$ cat src/rtl/tss_defs.vh
`ifndef TSS_DEFS_VH
`define TSS_DEFS_VH

// register byte offsets
`define TSS_OFF_DSEL 5'h00
`define TSS_OFF_ASEL 5'h04
`define TSS_OFF_LEVEL 5'h08
`define TSS_OFF_SCAN 5'h0c
`define TSS_OFF_ACTION 5'h10
`define TSS_OFF_ROUTE 5'h14
`define TSS_OFF_CMD 5'h18
`define TSS_OFF_STATUS 5'h1c

// digital source select fields
`define TSS_DSEL_SRC_LSB 0
`define TSS_DSEL_SRC_MSB 4
`define TSS_DSEL_FALL_BIT 8
`define TSS_DSEL_EN_BIT 9
`define TSS_SRC_STB_BASE 5'h10
`define TSS_SRC_STAR 5'h18

// analog source select fields
`define TSS_ASEL_SRC_LSB 0
`define TSS_ASEL_SRC_MSB 1
`define TSS_ASEL_CH_LSB 4
`define TSS_ASEL_CH_MSB 6
`define TSS_ASEL_MODE_LSB 8
`define TSS_ASEL_MODE_MSB 10
`define TSS_ASEL_KIND_LSB 12
`define TSS_ASEL_KIND_MSB 13
`define TSS_ASEL_EN_BIT 16

// analog sources, modes, trigger kinds
`define TSS_ASRC_TERM0 2'h0
`define TSS_ASRC_TERM1 2'h1
`define TSS_ASRC_AI 2'h2
`define TSS_MODE_BELOW 3'h0
`define TSS_MODE_ABOVE 3'h1
`define TSS_MODE_HYST_RISE 3'h2
`define TSS_MODE_HYST_FALL 3'h3
`define TSS_MODE_WIN_ENTER 3'h4
`define TSS_MODE_WIN_LEAVE 3'h5
`define TSS_KIND_START 2'h0
`define TSS_KIND_REF 2'h1
`define TSS_KIND_PAUSE 2'h2

// level register: level/top low half, hysteresis/bottom high half
`define TSS_LEVEL_HI_LSB 16

// scan register fields
`define TSS_SCAN_CNT_LSB 0
`define TSS_SCAN_CNT_MSB 3
`define TSS_SCAN_FIRST_LSB 8
`define TSS_SCAN_FIRST_MSB 10
`define TSS_SCAN_MASK_LSB 16

// action register: digital actions low, analog actions from bit 8
`define TSS_ACT_ANA_LSB 8

// route register: function lines low, bus lines from bit 16
`define TSS_ROUTE_STB_LSB 16

// command register bits
`define TSS_CMD_SWTRIG_BIT 0
`define TSS_CMD_CLEAR_BIT 1

// reset values
`define TSS_RST_DSEL 32'h0000_0000
`define TSS_RST_ASEL 32'h0000_0000
`define TSS_RST_SCAN 32'h0000_0001
`define TSS_RST_ACTION 32'h0000_0000
`define TSS_RST_ROUTE 32'h0000_0000

`endif

$ cat src/rtl/tss_trigger_select.v
// Contract
// - The digital trigger comes from a chosen function, bus or star line.
// - The chosen line is watched for a rising or a falling transition.
// - A digital trigger acts on input, output, counter or waveform logic.
// - A software command issues a trigger through the same path.
// - The analog source is a function terminal or an input channel.
// - A multiplexed device holds the mux on the trigger channel.
// - A multiplexed start trigger channel must head the scan list.
// - A multiplexed reference or pause trigger needs a one-entry list.
// - A simultaneous device triggers on any channel in the scan list.
// - The comparison event acts on input, output and counter logic.
// - The comparison event can be routed to any function or bus line.
// - Below and above modes assert while under or over the level.
// - Hysteresis modes arm past one threshold, assert past the other.
// - Window mode asserts on entering or leaving the band.
//
// Added by the designer: the register addresses and the Avalon-MM interface to the registers.
`timescale 1ns/10ps
`default_nettype none
`include "tss_defs.vh"

module tss_trigger_select #(
    parameter SW = 12,
    parameter NCH = 8,
    parameter SIMUL = 0
) (
    // clock and reset
    input wire ref_clk,
    input wire rst,
    // register bus
    input wire [4:0] avs_address,
    input wire avs_read,
    input wire avs_write,
    input wire [31:0] avs_writedata,
    output reg [31:0] avs_readdata,
    output reg avs_waitrequest,
    // trigger lines in
    input wire [15:0] pfLineIn,
    input wire [7:0] stbLineIn,
    input wire starTrigIn,
    // analog samples
    input wire [SW-1:0] afTerm0Sample,
    input wire [SW-1:0] afTerm1Sample,
    input wire [SW-1:0] pgaSample,
    input wire [NCH*SW-1:0] aiSimSamples,
    input wire [2:0] muxChanReq,
    // mux control
    output reg [2:0] muxChan_q,
    output reg muxHold_q,
    // digital trigger actions
    output reg aiTrig_q,
    output reg aoTrig_q,
    output reg ctrTrig_q,
    output reg dwaveTrig_q,
    // comparison event actions
    output reg cmpEvent_q,
    output reg [4:0] cmpAction_q,
    // routed outputs
    output reg [15:0] pfLineOut_q,
    output reg [15:0] pfLineOe_q,
    output reg [7:0] stbLineOut_q,
    output reg [7:0] stbLineOe_q
);

    // ********************************
    // register bus
    // ********************************
    reg [31:0] dsel_q;
    reg [31:0] asel_q;
    reg [SW-1:0] levelLo_q;
    reg [SW-1:0] levelHi_q;
    reg [31:0] scan_q;
    reg [31:0] action_q;
    reg [31:0] route_q;
    reg swPulse_q;
    reg digSeen_q;
    reg cmpSeen_q;
    reg waiting_q;
    reg cfgErr;
    reg digPulse;
    reg [31:0] rdMux;

    wire wrTake = avs_write && !avs_waitrequest;
    wire clrCmd = wrTake && avs_address == `TSS_OFF_CMD &&
        avs_writedata[`TSS_CMD_CLEAR_BIT];

    always @*
    begin
        case (avs_address)
            `TSS_OFF_DSEL: rdMux = dsel_q;
            `TSS_OFF_ASEL: rdMux = asel_q;
            `TSS_OFF_LEVEL: rdMux = {{(16-SW){1'b0}}, levelHi_q,
                {(16-SW){1'b0}}, levelLo_q};
            `TSS_OFF_SCAN: rdMux = scan_q;
            `TSS_OFF_ACTION: rdMux = action_q;
            `TSS_OFF_ROUTE: rdMux = route_q;
            `TSS_OFF_STATUS: rdMux = {27'h0, cmpSeen_q, digSeen_q,
                cfgErr, muxHold_q, cmpEvent_q};
            default: rdMux = 32'h0;
        endcase
    end

    // one wait cycle, then answer for exactly one edge
    always @(posedge ref_clk)
    begin
        if (rst)
        begin
            avs_waitrequest <= 1'b1;
            avs_readdata <= 32'h0;
        end
        else if ((avs_read || avs_write) && avs_waitrequest)
        begin
            avs_waitrequest <= 1'b0;
            avs_readdata <= avs_read ? rdMux : 32'h0;
        end
        else
        begin
            avs_waitrequest <= 1'b1;
        end
    end

    always @(posedge ref_clk)
    begin
        if (rst)
        begin
            dsel_q <= `TSS_RST_DSEL;
            asel_q <= `TSS_RST_ASEL;
            levelLo_q <= {SW{1'b0}};
            levelHi_q <= {SW{1'b0}};
            scan_q <= `TSS_RST_SCAN;
            action_q <= `TSS_RST_ACTION;
            route_q <= `TSS_RST_ROUTE;
            swPulse_q <= 1'b0;
        end
        else
        begin
            swPulse_q <= wrTake && avs_address == `TSS_OFF_CMD &&
                avs_writedata[`TSS_CMD_SWTRIG_BIT];
            if (wrTake)
            begin
                case (avs_address)
                    `TSS_OFF_DSEL: dsel_q <= avs_writedata;
                    `TSS_OFF_ASEL: asel_q <= avs_writedata;
                    `TSS_OFF_LEVEL:
                    begin
                        levelLo_q <= avs_writedata[SW-1:0];
                        levelHi_q <= avs_writedata[`TSS_LEVEL_HI_LSB+SW-1:
                            `TSS_LEVEL_HI_LSB];
                    end
                    `TSS_OFF_SCAN: scan_q <= avs_writedata;
                    `TSS_OFF_ACTION: action_q <= avs_writedata;
                    `TSS_OFF_ROUTE: route_q <= avs_writedata;
                    default: ;
                endcase
            end
        end
    end

    // ********************************
    // digital trigger path
    // ********************************
    wire [24:0] linesRaw = {starTrigIn, stbLineIn, pfLineIn};
    reg [24:0] sync1_q;
    reg [24:0] sync2_q;
    reg selPrev_q;
    reg selNow;
    wire [4:0] dSrc = dsel_q[`TSS_DSEL_SRC_MSB:`TSS_DSEL_SRC_LSB];

    always @*
    begin
        if (dSrc <= `TSS_SRC_STAR)
            selNow = sync2_q[dSrc];
        else
            selNow = 1'b0;
        if (!dsel_q[`TSS_DSEL_EN_BIT])
            digPulse = 1'b0;
        else if (dsel_q[`TSS_DSEL_FALL_BIT])
            digPulse = selPrev_q && !selNow;
        else
            digPulse = !selPrev_q && selNow;
    end

    wire trigAny = digPulse || swPulse_q;

    always @(posedge ref_clk)
    begin
        if (rst)
        begin
            sync1_q <= 25'h0;
            sync2_q <= 25'h0;
            selPrev_q <= 1'b0;
            aiTrig_q <= 1'b0;
            aoTrig_q <= 1'b0;
            ctrTrig_q <= 1'b0;
            dwaveTrig_q <= 1'b0;
            digSeen_q <= 1'b0;
        end
        else
        begin
            sync1_q <= linesRaw;
            sync2_q <= sync1_q;
            selPrev_q <= selNow;
            aiTrig_q <= trigAny && action_q[0];
            aoTrig_q <= trigAny && action_q[1];
            ctrTrig_q <= trigAny && action_q[2];
            dwaveTrig_q <= trigAny && action_q[3];
            if (trigAny)
                digSeen_q <= 1'b1;
            else if (clrCmd)
                digSeen_q <= 1'b0;
        end
    end

    // ********************************
    // analog source and scan checks
    // ********************************
    wire [1:0] aSrc = asel_q[`TSS_ASEL_SRC_MSB:`TSS_ASEL_SRC_LSB];
    wire [2:0] trigChan = asel_q[`TSS_ASEL_CH_MSB:`TSS_ASEL_CH_LSB];
    wire [2:0] aMode = asel_q[`TSS_ASEL_MODE_MSB:`TSS_ASEL_MODE_LSB];
    wire [1:0] aKind = asel_q[`TSS_ASEL_KIND_MSB:`TSS_ASEL_KIND_LSB];
    wire aEn = asel_q[`TSS_ASEL_EN_BIT];
    wire [3:0] scanCnt = scan_q[`TSS_SCAN_CNT_MSB:`TSS_SCAN_CNT_LSB];
    wire [2:0] scanFirst = scan_q[`TSS_SCAN_FIRST_MSB:`TSS_SCAN_FIRST_LSB];
    wire [NCH-1:0] scanMask = scan_q[`TSS_SCAN_MASK_LSB+NCH-1:
        `TSS_SCAN_MASK_LSB];
    reg [SW-1:0] sample;

    always @*
    begin
        case (aSrc)
            `TSS_ASRC_TERM0: sample = afTerm0Sample;
            `TSS_ASRC_TERM1: sample = afTerm1Sample;
            `TSS_ASRC_AI:
                if (SIMUL != 0)
                    sample = aiSimSamples[trigChan*SW +: SW];
                else
                    sample = pgaSample;
            default: sample = {SW{1'b0}};
        endcase
        cfgErr = 1'b0;
        if (aEn && aSrc == `TSS_ASRC_AI)
        begin
            if (SIMUL != 0)
                cfgErr = !scanMask[trigChan];
            else if (aKind == `TSS_KIND_START)
                cfgErr = scanFirst != trigChan;
            else
                cfgErr = scanCnt != 4'h1;
        end
    end

    // ********************************
    // comparator
    // ********************************
    function [SW-1:0] satSum;
        input [SW-1:0] a;
        input [SW-1:0] b;
        input sub;
        reg [SW:0] r;
        begin
            r = sub ? ({1'b0, a} - {1'b0, b}) : ({1'b0, a} + {1'b0, b});
            if (r[SW])
                satSum = sub ? {SW{1'b0}} : {SW{1'b1}};
            else
                satSum = r[SW-1:0];
        end
    endfunction

    reg primed_q;
    reg cmp_d;
    reg primed_d;
    reg [SW-1:0] thrLo;
    reg [SW-1:0] thrHi;
    wire detOn = aEn && !cfgErr;

    always @*
    begin
        thrLo = levelLo_q;
        thrHi = levelLo_q;
        if (aMode == `TSS_MODE_HYST_RISE)
            thrLo = satSum(levelLo_q, levelHi_q, 1'b1);
        if (aMode == `TSS_MODE_HYST_FALL)
            thrHi = satSum(levelLo_q, levelHi_q, 1'b0);
        cmp_d = cmpEvent_q;
        primed_d = primed_q;
        case (aMode)
            `TSS_MODE_BELOW: cmp_d = sample < levelLo_q;
            `TSS_MODE_ABOVE: cmp_d = sample > levelLo_q;
            `TSS_MODE_HYST_RISE:
            begin
                if (sample < thrLo)
                begin
                    cmp_d = 1'b0;
                    primed_d = 1'b1;
                end
                else if (primed_q && sample > thrHi)
                begin
                    cmp_d = 1'b1;
                    primed_d = 1'b0;
                end
            end
            `TSS_MODE_HYST_FALL:
            begin
                if (sample > thrHi)
                begin
                    cmp_d = 1'b0;
                    primed_d = 1'b1;
                end
                else if (primed_q && sample < thrLo)
                begin
                    cmp_d = 1'b1;
                    primed_d = 1'b0;
                end
            end
            `TSS_MODE_WIN_ENTER:
                cmp_d = sample < levelLo_q && sample > levelHi_q;
            `TSS_MODE_WIN_LEAVE:
                cmp_d = !(sample < levelLo_q &&
                    sample > levelHi_q);
            default: cmp_d = 1'b0;
        endcase
        if (!detOn)
        begin
            cmp_d = 1'b0;
            primed_d = 1'b0;
        end
    end

    wire aselWr = wrTake && avs_address == `TSS_OFF_ASEL;

    always @(posedge ref_clk)
    begin
        if (rst)
        begin
            cmpEvent_q <= 1'b0;
            primed_q <= 1'b0;
            cmpAction_q <= 5'h0;
            cmpSeen_q <= 1'b0;
            waiting_q <= 1'b0;
            muxHold_q <= 1'b0;
            muxChan_q <= 3'h0;
        end
        else
        begin
            cmpEvent_q <= cmp_d;
            primed_q <= primed_d;
            cmpAction_q <= {5{cmp_d}} &
                action_q[`TSS_ACT_ANA_LSB+4:`TSS_ACT_ANA_LSB];
            if (cmp_d)
                cmpSeen_q <= 1'b1;
            else if (clrCmd)
                cmpSeen_q <= 1'b0;
            if (aselWr)
                waiting_q <= avs_writedata[`TSS_ASEL_EN_BIT];
            else if (cmp_d || !detOn)
                waiting_q <= 1'b0;
            muxHold_q <= SIMUL == 0 && waiting_q && detOn &&
                aSrc == `TSS_ASRC_AI && !cmp_d;
            if (SIMUL == 0 && waiting_q && detOn && aSrc == `TSS_ASRC_AI)
                muxChan_q <= trigChan;
            else
                muxChan_q <= muxChanReq;
        end
    end

    // ********************************
    // event routing to lines
    // ********************************
    always @(posedge ref_clk)
    begin
        if (rst)
        begin
            pfLineOut_q <= 16'h0;
            pfLineOe_q <= 16'h0;
            stbLineOut_q <= 8'h0;
            stbLineOe_q <= 8'h0;
        end
        else
        begin
            pfLineOut_q <= {16{cmp_d}};
            pfLineOe_q <= route_q[15:0];
            stbLineOut_q <= {8{cmp_d}};
            stbLineOe_q <= route_q[`TSS_ROUTE_STB_LSB+7:
                `TSS_ROUTE_STB_LSB];
        end
    end

endmodule // tss_trigger_select
`default_nettype wire
$ cat config.mk
export PLATFORM = sky130hd
export DESIGN_NAME = tss_trigger_select
export DESIGN_NICKNAME = d
export VERILOG_FILES = /design/src/rtl/tss_trigger_select.v
export VERILOG_INCLUDE_DIRS = /design/src /design/src/rtl
export SDC_FILE = /design/constraint.sdc
export NUM_CORES = 1
export LEC_CHECK = 0
export BUFFER_PORTS_ARGS = -buffer_cell sky130_fd_sc_hd__buf_2
export CORE_ASPECT_RATIO = 0.6
export CORE_MARGIN = 3
export CORE_UTILIZATION = 40
export CTS_CLUSTER_SIZE = 14
export DETAILED_ROUTE_END_ITERATION = 7
export GPL_ROUTABILITY_DRIVEN = 1
export PLACE_DENSITY = 0.7
export SETUP_SLACK_MARGIN = 0.3
export SLEW_MARGIN = 40
export SYNTH_ARGS = -nofsm -noshare
export SYNTH_HDL_FRONTEND = slang
export SYNTH_SLANG_ARGS = --single-unit
$ cat constraint.sdc
create_clock -name ref_clk -period 5.55 [get_ports ref_clk]
set_input_delay 1.3875 -clock ref_clk [delete_from_list [all_inputs] [get_ports ref_clk]]
set_output_delay 1.3875 -clock ref_clk [all_outputs]
set_load 0.03 [all_outputs]
==> impl_results.md, run 1 <==
* Outcome: finished clean
* Setup crit end kind: flop
* Pin count of the biggest net entering global routing at 146
* Total CTS buffers at 29
* Mapped Nets at 2022
* Worst R2R Path Depth at 20
* Ys flop type: dfxtp_1
* Sw frac at 0.2291
* Area grow syn2layout at 16.39%
* First-pass GRT wire length at 73140 µm
* CTS tree: done
* DRC at 0
* Critical R2R Capture: cmpAction_q[0]
* Cell count after synthesis at 1748
* Overflow after GRT at 0
* CTS root buf: clkbuf_16
* Worst setup path category: flop to flop
* Routed len/inst at 20.26 µm
* Setup violators final at 0
* GPL Wtd Cong at 0.9346
* Startpoint types: flop
* Die ar. at 0.03831 mm²
* Synth Area per Inst at 8.222 µm²
* Sum of negative setup slack at 0 ns
* Netlist cell types at 72
* CP Data Required Time at 6.06 ns
* Core area at ~0.035 mm²
* FF-to-FF Start: levelLo_q[0]
* Pwr dens at 273.1 mW/mm²
* Post-CTS Resized at 0
* Net Sw Power at 1.047 mW
* Final design utilization at 0.4750
* Vias post-DR at ~13000
* Combinational fraction of design power at 0.058
* Min Tclk post-route at ~5 ns
* CP max-delay cell: or4_1
* Fin. Hold Viols at 0
* CTS clk-pin slew, worst paths at 0.07 ns
* DRT Pass-1 Iters at 6
* Vias in the first global route at ~13000
* Peak VDD IR at about 0.24 mV
* H-Tree Depth at 1
* Nets@finish at 2153
* Final antenna-violating net count at 0
* Peak per-stage delay on the critical path at 0.48 ns
* Hold Crit Depth at 1
* Post-synth EDFFs at 0
* Mapped cell area at 0.01437 mm²
* Post-CTS Setup Bufs at 0
* Max Cap Viol at 0
* Worst-path fanout max at 7
* Worst EP arrival at 5.45 ns
* Chip Height at 152.8 µm
* Worst rel slew slack at 0.4185
* Cts hold-fix bufs at 0
* Worst-margin pin slew at 0.8723 ns
* I/O Buffers at 199
* Vias/cell at 5.620
* Fmax at 0.2024 GHz
* Leak at 6.229 nW
* Post-detailed-routing wire length at 47990 µm
* Synth async-reset ratio at 0
* Layout Skew at 0.01311 ns
* P_int at ~3.5 mW
* All-Layer GR Usage at 0.2405
* Pins Over Slew Limit at 0
* Initial antenna violation count at 2
* Sequential-to-total area share from yosys stat at 0.4332
* Yosys reg bits at 311
* I/O pin cnt at 296
* Worst-Skew Late Latency at roughly 0.57 ns
* Worst hold path startpoint: sync1_q[17]
* Clk pwr share at 0.447
* Critical Path, Cell by Cell: buf_4, ha_1, fa_1, nand2b_1, a21oi_1, nor2_1, o21ba_2, o31ai_1, a221o_1, or4_1, o211ai_1, ha_1, nand4_1, a211o_1, a31oi_1, buf_4, a21oi_1, or3_4, a31oi_4, and2_1
* CTS Sinks at 311
* Placed insts at roughly 2300
* Worst Hold End: sync2_q[17]
* Die W at 250.7 µm
* Type of the worst min-delay path: flop to flop
* Hpwl dp at 33990 µm
* Initial Util at 0.4081
* Sequential power share at 0.495
* Clock Path Buffers at 3
* DRT iter0 DRCs at 1564
* Flop-to-flop setup slack at slightly above 0.6 ns
* Tcrit/Tclk final at 0.8901
* RSZ-0062 raised after global routing: no
* FP Rows at 53
* Synth Warn # at 0
* Non-filler cells, final at 2369
* Fraction of layout cells with a size suffix above 1 at 0.1800
-- logic make-up after synthesis --
logic type      Yosys count  synth area share
simple gates            664            0.2051
compound gates          467            0.2002
flops                   311            0.4332
buf+inv                 179           0.05406
fa+ha+maj                73           0.06460
mux                      35           0.03117
xor+xnor                 19           0.01158
-- layer usage --
| metal | vias to the layer above | share of wire | GRT usage |
|---|---|---|---|
| met3 | 57 | 0.098 | 0.04065 |
| li1 | 6272 | - | - |
| met4 | 2 | 0.014 | 0.04438 |
| met2 | 643 | 0.42 | 0.3545 |
| met1 | 6339 | 0.47 | 0.3687 |
| met5 | - | 0.00027 | 0 |
-- sequential cells by signal, summed over array words and instances (netlist names), 3 cells and up --
signal        count
asel_q           32
pfLineOe_q       16
action_q         32
cmpAction_q       5
scan_q           32
stbLineOe_q       8
avs_readdata     32
sync1_q          25
levelHi_q        12
dsel_q           32
levelLo_q        12
muxChan_q         3
sync2_q          25
route_q          32
-- through the flow --
stage / hold slack [ns] / worst slack, ns / cell area (µm²) / power [mW]
after floorplan: 0.4138 / 1.282 / 14370 / 2.449
after global placement: 0.4284 / 0.4560 / 15680 / 2.563
after detailed placement: 0.4212 / 0.5231 / 15680 / 2.569
after CTS: 0.4294 / 0.4779 / 16670 / 4.586
after global routing: 0.4449 / 0.3464 / 16720 / 4.707
final: 0.4291 / 0.6102 / 16730 / 4.569
-- worst max path at each step --
stage | depth (start not counted) | from | to
2_1_floorplan | 19 | levelLo_q[0] | cmpAction_q[0]
6_report | 20 | levelLo_q[0] | cmpAction_q[0]
5_1_grt | 20 | levelHi_q[1] | cmpAction_q[0]
3_3_place_gp | 19 | levelLo_q[1] | cmpAction_q[3]
3_5_place_dp | 19 | levelLo_q[1] | cmpAction_q[0]
4_1_cts | 19 | levelLo_q[1] | cmpAction_q[0]
-- power groups by stage --
stage          combinational, mW  clock [mW]  sequential [mW]
5_1_grt                    0.290        2.15             2.26
3_5_place_dp               0.257           0             2.31
2_1_floorplan              0.136           0             2.31
3_3_place_gp               0.252           0             2.31
4_1_cts                    0.258        2.07             2.26
6_report                   0.267        2.04             2.26
-- Yosys cell counts, drive strengths merged, types with 4 or more instances --
library cell  instances  area share
nor2                 71       0.019
nor3                 16      0.0059
nand3                11      0.0038
nor3b                 6      0.0031
a21o                  6      0.0031
o211ai               10      0.0056
a211o                 4      0.0024
a21oi               254       0.088
o21a                  4      0.0021
o21ba                 4      0.0028
xnor2                16      0.0098
o21ai                33       0.012
nand4                12      0.0052
mux2i                23       0.016
nor2b                88       0.038
a22oi                70       0.037
a222oi                8      0.0056
and2                 12      0.0052
mux4                  7       0.011
or3                   5      0.0025
o2bb2ai               9      0.0055
buf                  31       0.015
nand3b                4      0.0021
o311ai                4      0.0024
mux2                  5      0.0042
clkbuf              116       0.030
and3                  5      0.0022
nand2b                7      0.0030
inv                  32      0.0084
a211oi                4      0.0021
dfxtp               311        0.43
a31oi                28       0.013
a22o                  5      0.0030
ha                   71       0.062
nand2               414        0.11
-- cells in the final DEF, fill, tap and decap left out, types with 7 or more instances in the layout --
cell type and count:
nor2b_1 86, a22oi_1 70, and2_1 10, nor3_1 13, buf_4 47, a31oi_1 27, nand2b_1 7, inv_1 32
clkbuf_8 9, xnor2_1 16, o21ai_0 29, dfxtp_1 308, o2bb2ai_1 9, nand2_1 414, a222oi_1 8, mux2i_1 23
clkbuf_16 29, mux4_2 7, o211ai_1 9, a21oi_1 253, ha_1 71, buf_2 198, nor2_1 70, nand3_1 11
nand4_1 12
-- layout make-up --
| class | count | area [µm²] |
|---|---|---|
| sequential | 311 | 6230 |
| inverter | 32 | 120.1 |
| clock buffer | 42 | 864.6 |
| fill | 3366 | 18490 |
| antenna | 2 | 5.005 |
| tap | 467 | 584.3 |
| timing repair buffer | 247 | 1386 |
| clock inverter | 10 | 117.6 |
| multi-input combinational | 1258 | 7420 |
-- worst max-delay path: cells and delay by family, from the launching register on --
kind | cells | cell delay [ns]
AOI/OAI and AO/OA | 9 | 1.78
and+or+nand+nor | 6 | 1.59
adders and majority gates | 3 | 0.85
DFF | 1 | 0.31
buffers and inverters | 2 | 0.31
Power figures use the tool's default switching activity.
==> inputs of run 2 (changes only) <==
--- a/config.mk
+++ b/config.mk
@@ -7,7 +7,7 @@
 export NUM_CORES = 1
 export LEC_CHECK = 0
 export BUFFER_PORTS_ARGS = -buffer_cell sky130_fd_sc_hd__buf_2
-export CORE_ASPECT_RATIO = 0.6
+export CORE_ASPECT_RATIO = 0.5
 export CORE_MARGIN = 3
 export CORE_UTILIZATION = 40
 export CTS_CLUSTER_SIZE = 14
==> impl_results.md, run 2 (synthesis results as in run 1) <==
* Outcome: finished clean
* Final design utilization at 0.4732 (-0.001849)
* CTS root buf: clkbuf_16
* Min Tclk post-route at 5.084 ns (+0.1447 ns)
* RSZ-0062 raised after global routing: no
* Placed Instance Area at 0.01561 mm² (-0.47%)
* Tcrit/Tclk final at 0.9161 (+0.02607)
* Crit path buf inv count at 1 (-1)
* Total CTS buffers at 29 (unchanged)
* Worst setup path category: flop to flop
* Worst rel slew slack at 0.4154 (-0.003039)
* Initial antenna violation count at 6 (+4)
* Critical Path, Cell by Cell: inv_1, ha_1, a21oi_1, o21ba_2, o21ai_0, a2111oi_2, a2111oi_0, xnor2_1, o2bb2ai_1, ha_1, nand4_1, a211o_1, a31oi_1, a21oi_1, or3_4, a31oi_4, and2_1
* Layout Skew at 0.01965 ns (+0.006540 ns)
* Setup crit end kind: flop
* CP max-delay cell: a2111oi_0
* CTS clk-pin slew, worst paths at 0.07 ns (about the same)
* CP Data Required Time at 6.05 ns (about the same)
* Leak at 6.114 nW (-1.9%)
* Cts hold-fix bufs at 0 (unchanged)
* Worst EP arrival at 5.58 ns (+0.13 ns)
* Peak VDD IR at 0.2596 mV (+9.9%)
* DRT Pass-1 Iters at 6 (unchanged)
* Startpoint types: flop
* CTS tree: done
* Setup violators final at 0 (unchanged)
* FP Rows at 48 (-9.4%)
* I/O Buffers at 199 (unchanged)
* DRT iter0 DRCs at 1383 (-12%)
* Die ar. at 0.03838 mm² (+0.17%)
* Worst-margin pin slew at 0.8677 ns (-0.004611 ns)
* Filler cells at 3415 (+1.5%)
* Vias post-DR at 13110 (-1.5%)
* Fin. Hold Viols at 0 (unchanged)
* Die W at 274.1 µm (+9.3%)
* Sum of negative setup slack at 0 ns (unchanged)
* Peak per-stage delay on the critical path at 0.54 ns (+0.06 ns)
* Pwr dens at 264.6 mW/mm² (-3.1%)
* Nets@finish at 2142 (-0.51%)
* Post-detailed-routing wire length at 44770 µm (-6.7%)
* Commonest non-fill, non-tap cell in the layout: nand2_1
* Initial Util at 0.4112 (+0.003024)
* Area grow syn2layout at 15.09%
* Most frequent cells in the layout: nand2_1, dfxtp_1, a21oi_1
* Fraction of layout cells with a size suffix above 1 at 0.1691 (-0.01095)
* All-Layer GR Usage at 0.2225 (-0.01796)
* I/O pin cnt at 296 (unchanged)
* GPL Wtd Cong at 0.8947 (-4.3%)
* Worst-path fanout max at 7 (unchanged)
* Hpwl dp at 30590 µm (-10%)
* Tot Pwr at 4.376 mW (-4.2%)
* Routed len/inst at 18.93 µm (-6.5%)
* Pins Over Slew Limit at 0 (unchanged)
* Type of the worst min-delay path: flop to flop
* Overflow after GRT at 0 (unchanged)
* Fmax at 0.1967 GHz (-2.8%)
* Clock Path Buffers at 3 (unchanged)
* Finished Cell Area at 0.01654 mm² (-1.1%)
* Vias/cell at 5.545 (-1.3%)
* CTS Sinks at 311 (unchanged)
* Worst-Skew Late Latency at 0.56 ns (about the same)
* CP top delay family: compound AO/OA/AOI/OAI gates
* First-pass GRT wire length at 68340 µm (-6.6%)
* Final antenna-violating net count at 0 (unchanged)
* Core area at 0.03495 mm² (-0.74%)
* H-Tree Depth at 1 (unchanged)
* Pin count of the biggest net entering global routing at 153 (+4.8%)
* Chip Height at 140.0 µm (-8.4%)
* Max Cap Viol at 0 (unchanged)
* Vias in the first global route at 12330 (-1.8%)
* DRC at 0 (unchanged)
-- run 2: cell count changes in the layout (fill, tap and decap cells not counted), moves of 2 or more --
cell       before  now
bufinv_16       2    0
a2111oi_1       2    0
buf_4          47   36
nand2_1       414  412
nand2_2         0    2
clkbuf_8        9    4
clkbuf_1        4   11
clkinv_2        6    4
-- run 2: layout make-up --
cell class / count / area [µm²] / share of cell area
Multi-Input combinational cell: 1258 / 7415 / 0.4483
Sequential cell: 311 / 6228 / 0.3766
Timing Repair Buffer: 236 / 1304 / 0.07883
Clock buffer: 44 / 822.0 / 0.04970
Tap cell: 475 / 594.3 / 0.03593
Inverter: 32 / 120.1 / 0.007262
Clock inverter: 6 / 48.80 / 0.002950
Antenna cell: 3 / 7.507 / 0.0004539
-- run 2: where the power goes --
group,switching (mW),total [mW],internal (mW)
Combinational,0.169,0.258,0.0894
Sequential,0.00795,2.26,2.25
Clock,0.835,1.86,1.02
Total,1.01,4.38,3.37
-- run 2: repair_timing --
| action | CTS | global route |
|---|---|---|
| setup buffers | 0 | 0 |
| endpoints found under the setup margin | 0 | 8 |
| gates resized for setup | 0 | 6 |
-- run 2: worst paths after layout --
path | startpoint | end | slack (ns) | depth (start not counted)
hold reg to reg | sync1_q[22] | sync2_q[22] | 0.43 | 1
hold / removal | sync1_q[22] | sync2_q[22] | 0.43 | 1
setup reg to reg | levelHi_q[2] | cmpAction_q[0] | 0.47 | 17
setup / recovery | levelHi_q[2] | cmpAction_q[0] | 0.47 | 17
-- run 2: worst reg2reg max path: stages (launching register included) --
cell       delay, ns
dfxtp_1         0.43
inv_1           0.12
ha_1            0.41
a21oi_1         0.09
o21ba_2         0.21
o21ai_0         0.48
a2111oi_2       0.20
a2111oi_0       0.54
xnor2_1         0.14
o2bb2ai_1       0.16
ha_1            0.32
nand4_1         0.16
a211o_1         0.30
a31oi_1         0.39
a21oi_1         0.13
or3_4           0.38
a31oi_4         0.36
and2_1          0.20
-- run 2: per-stage QoR --
stage	std cells	hold slack, ns	setup slack [ns]
after floorplan	1748	0.4138	1.282
after global placement	2311	0.4218	0.4782
after detailed placement	2311	0.4212	0.4379
after CTS	2361	0.4309	0.3988
after global routing	2365	0.4449	0.2745
final	2365	0.4285	0.4655
-- run 2: layer usage --
metal	share of wire	wire length [µm]	vias to the layer above	track usage
met5	0.00076	34	-	0
met4	0.033	1460	6	0.07697
met3	0.081	3628	115	0.03389
met2	0.46	20560	576	0.3651
met1	0.43	19080	6159	0.2996
li1	-	-	6257	-
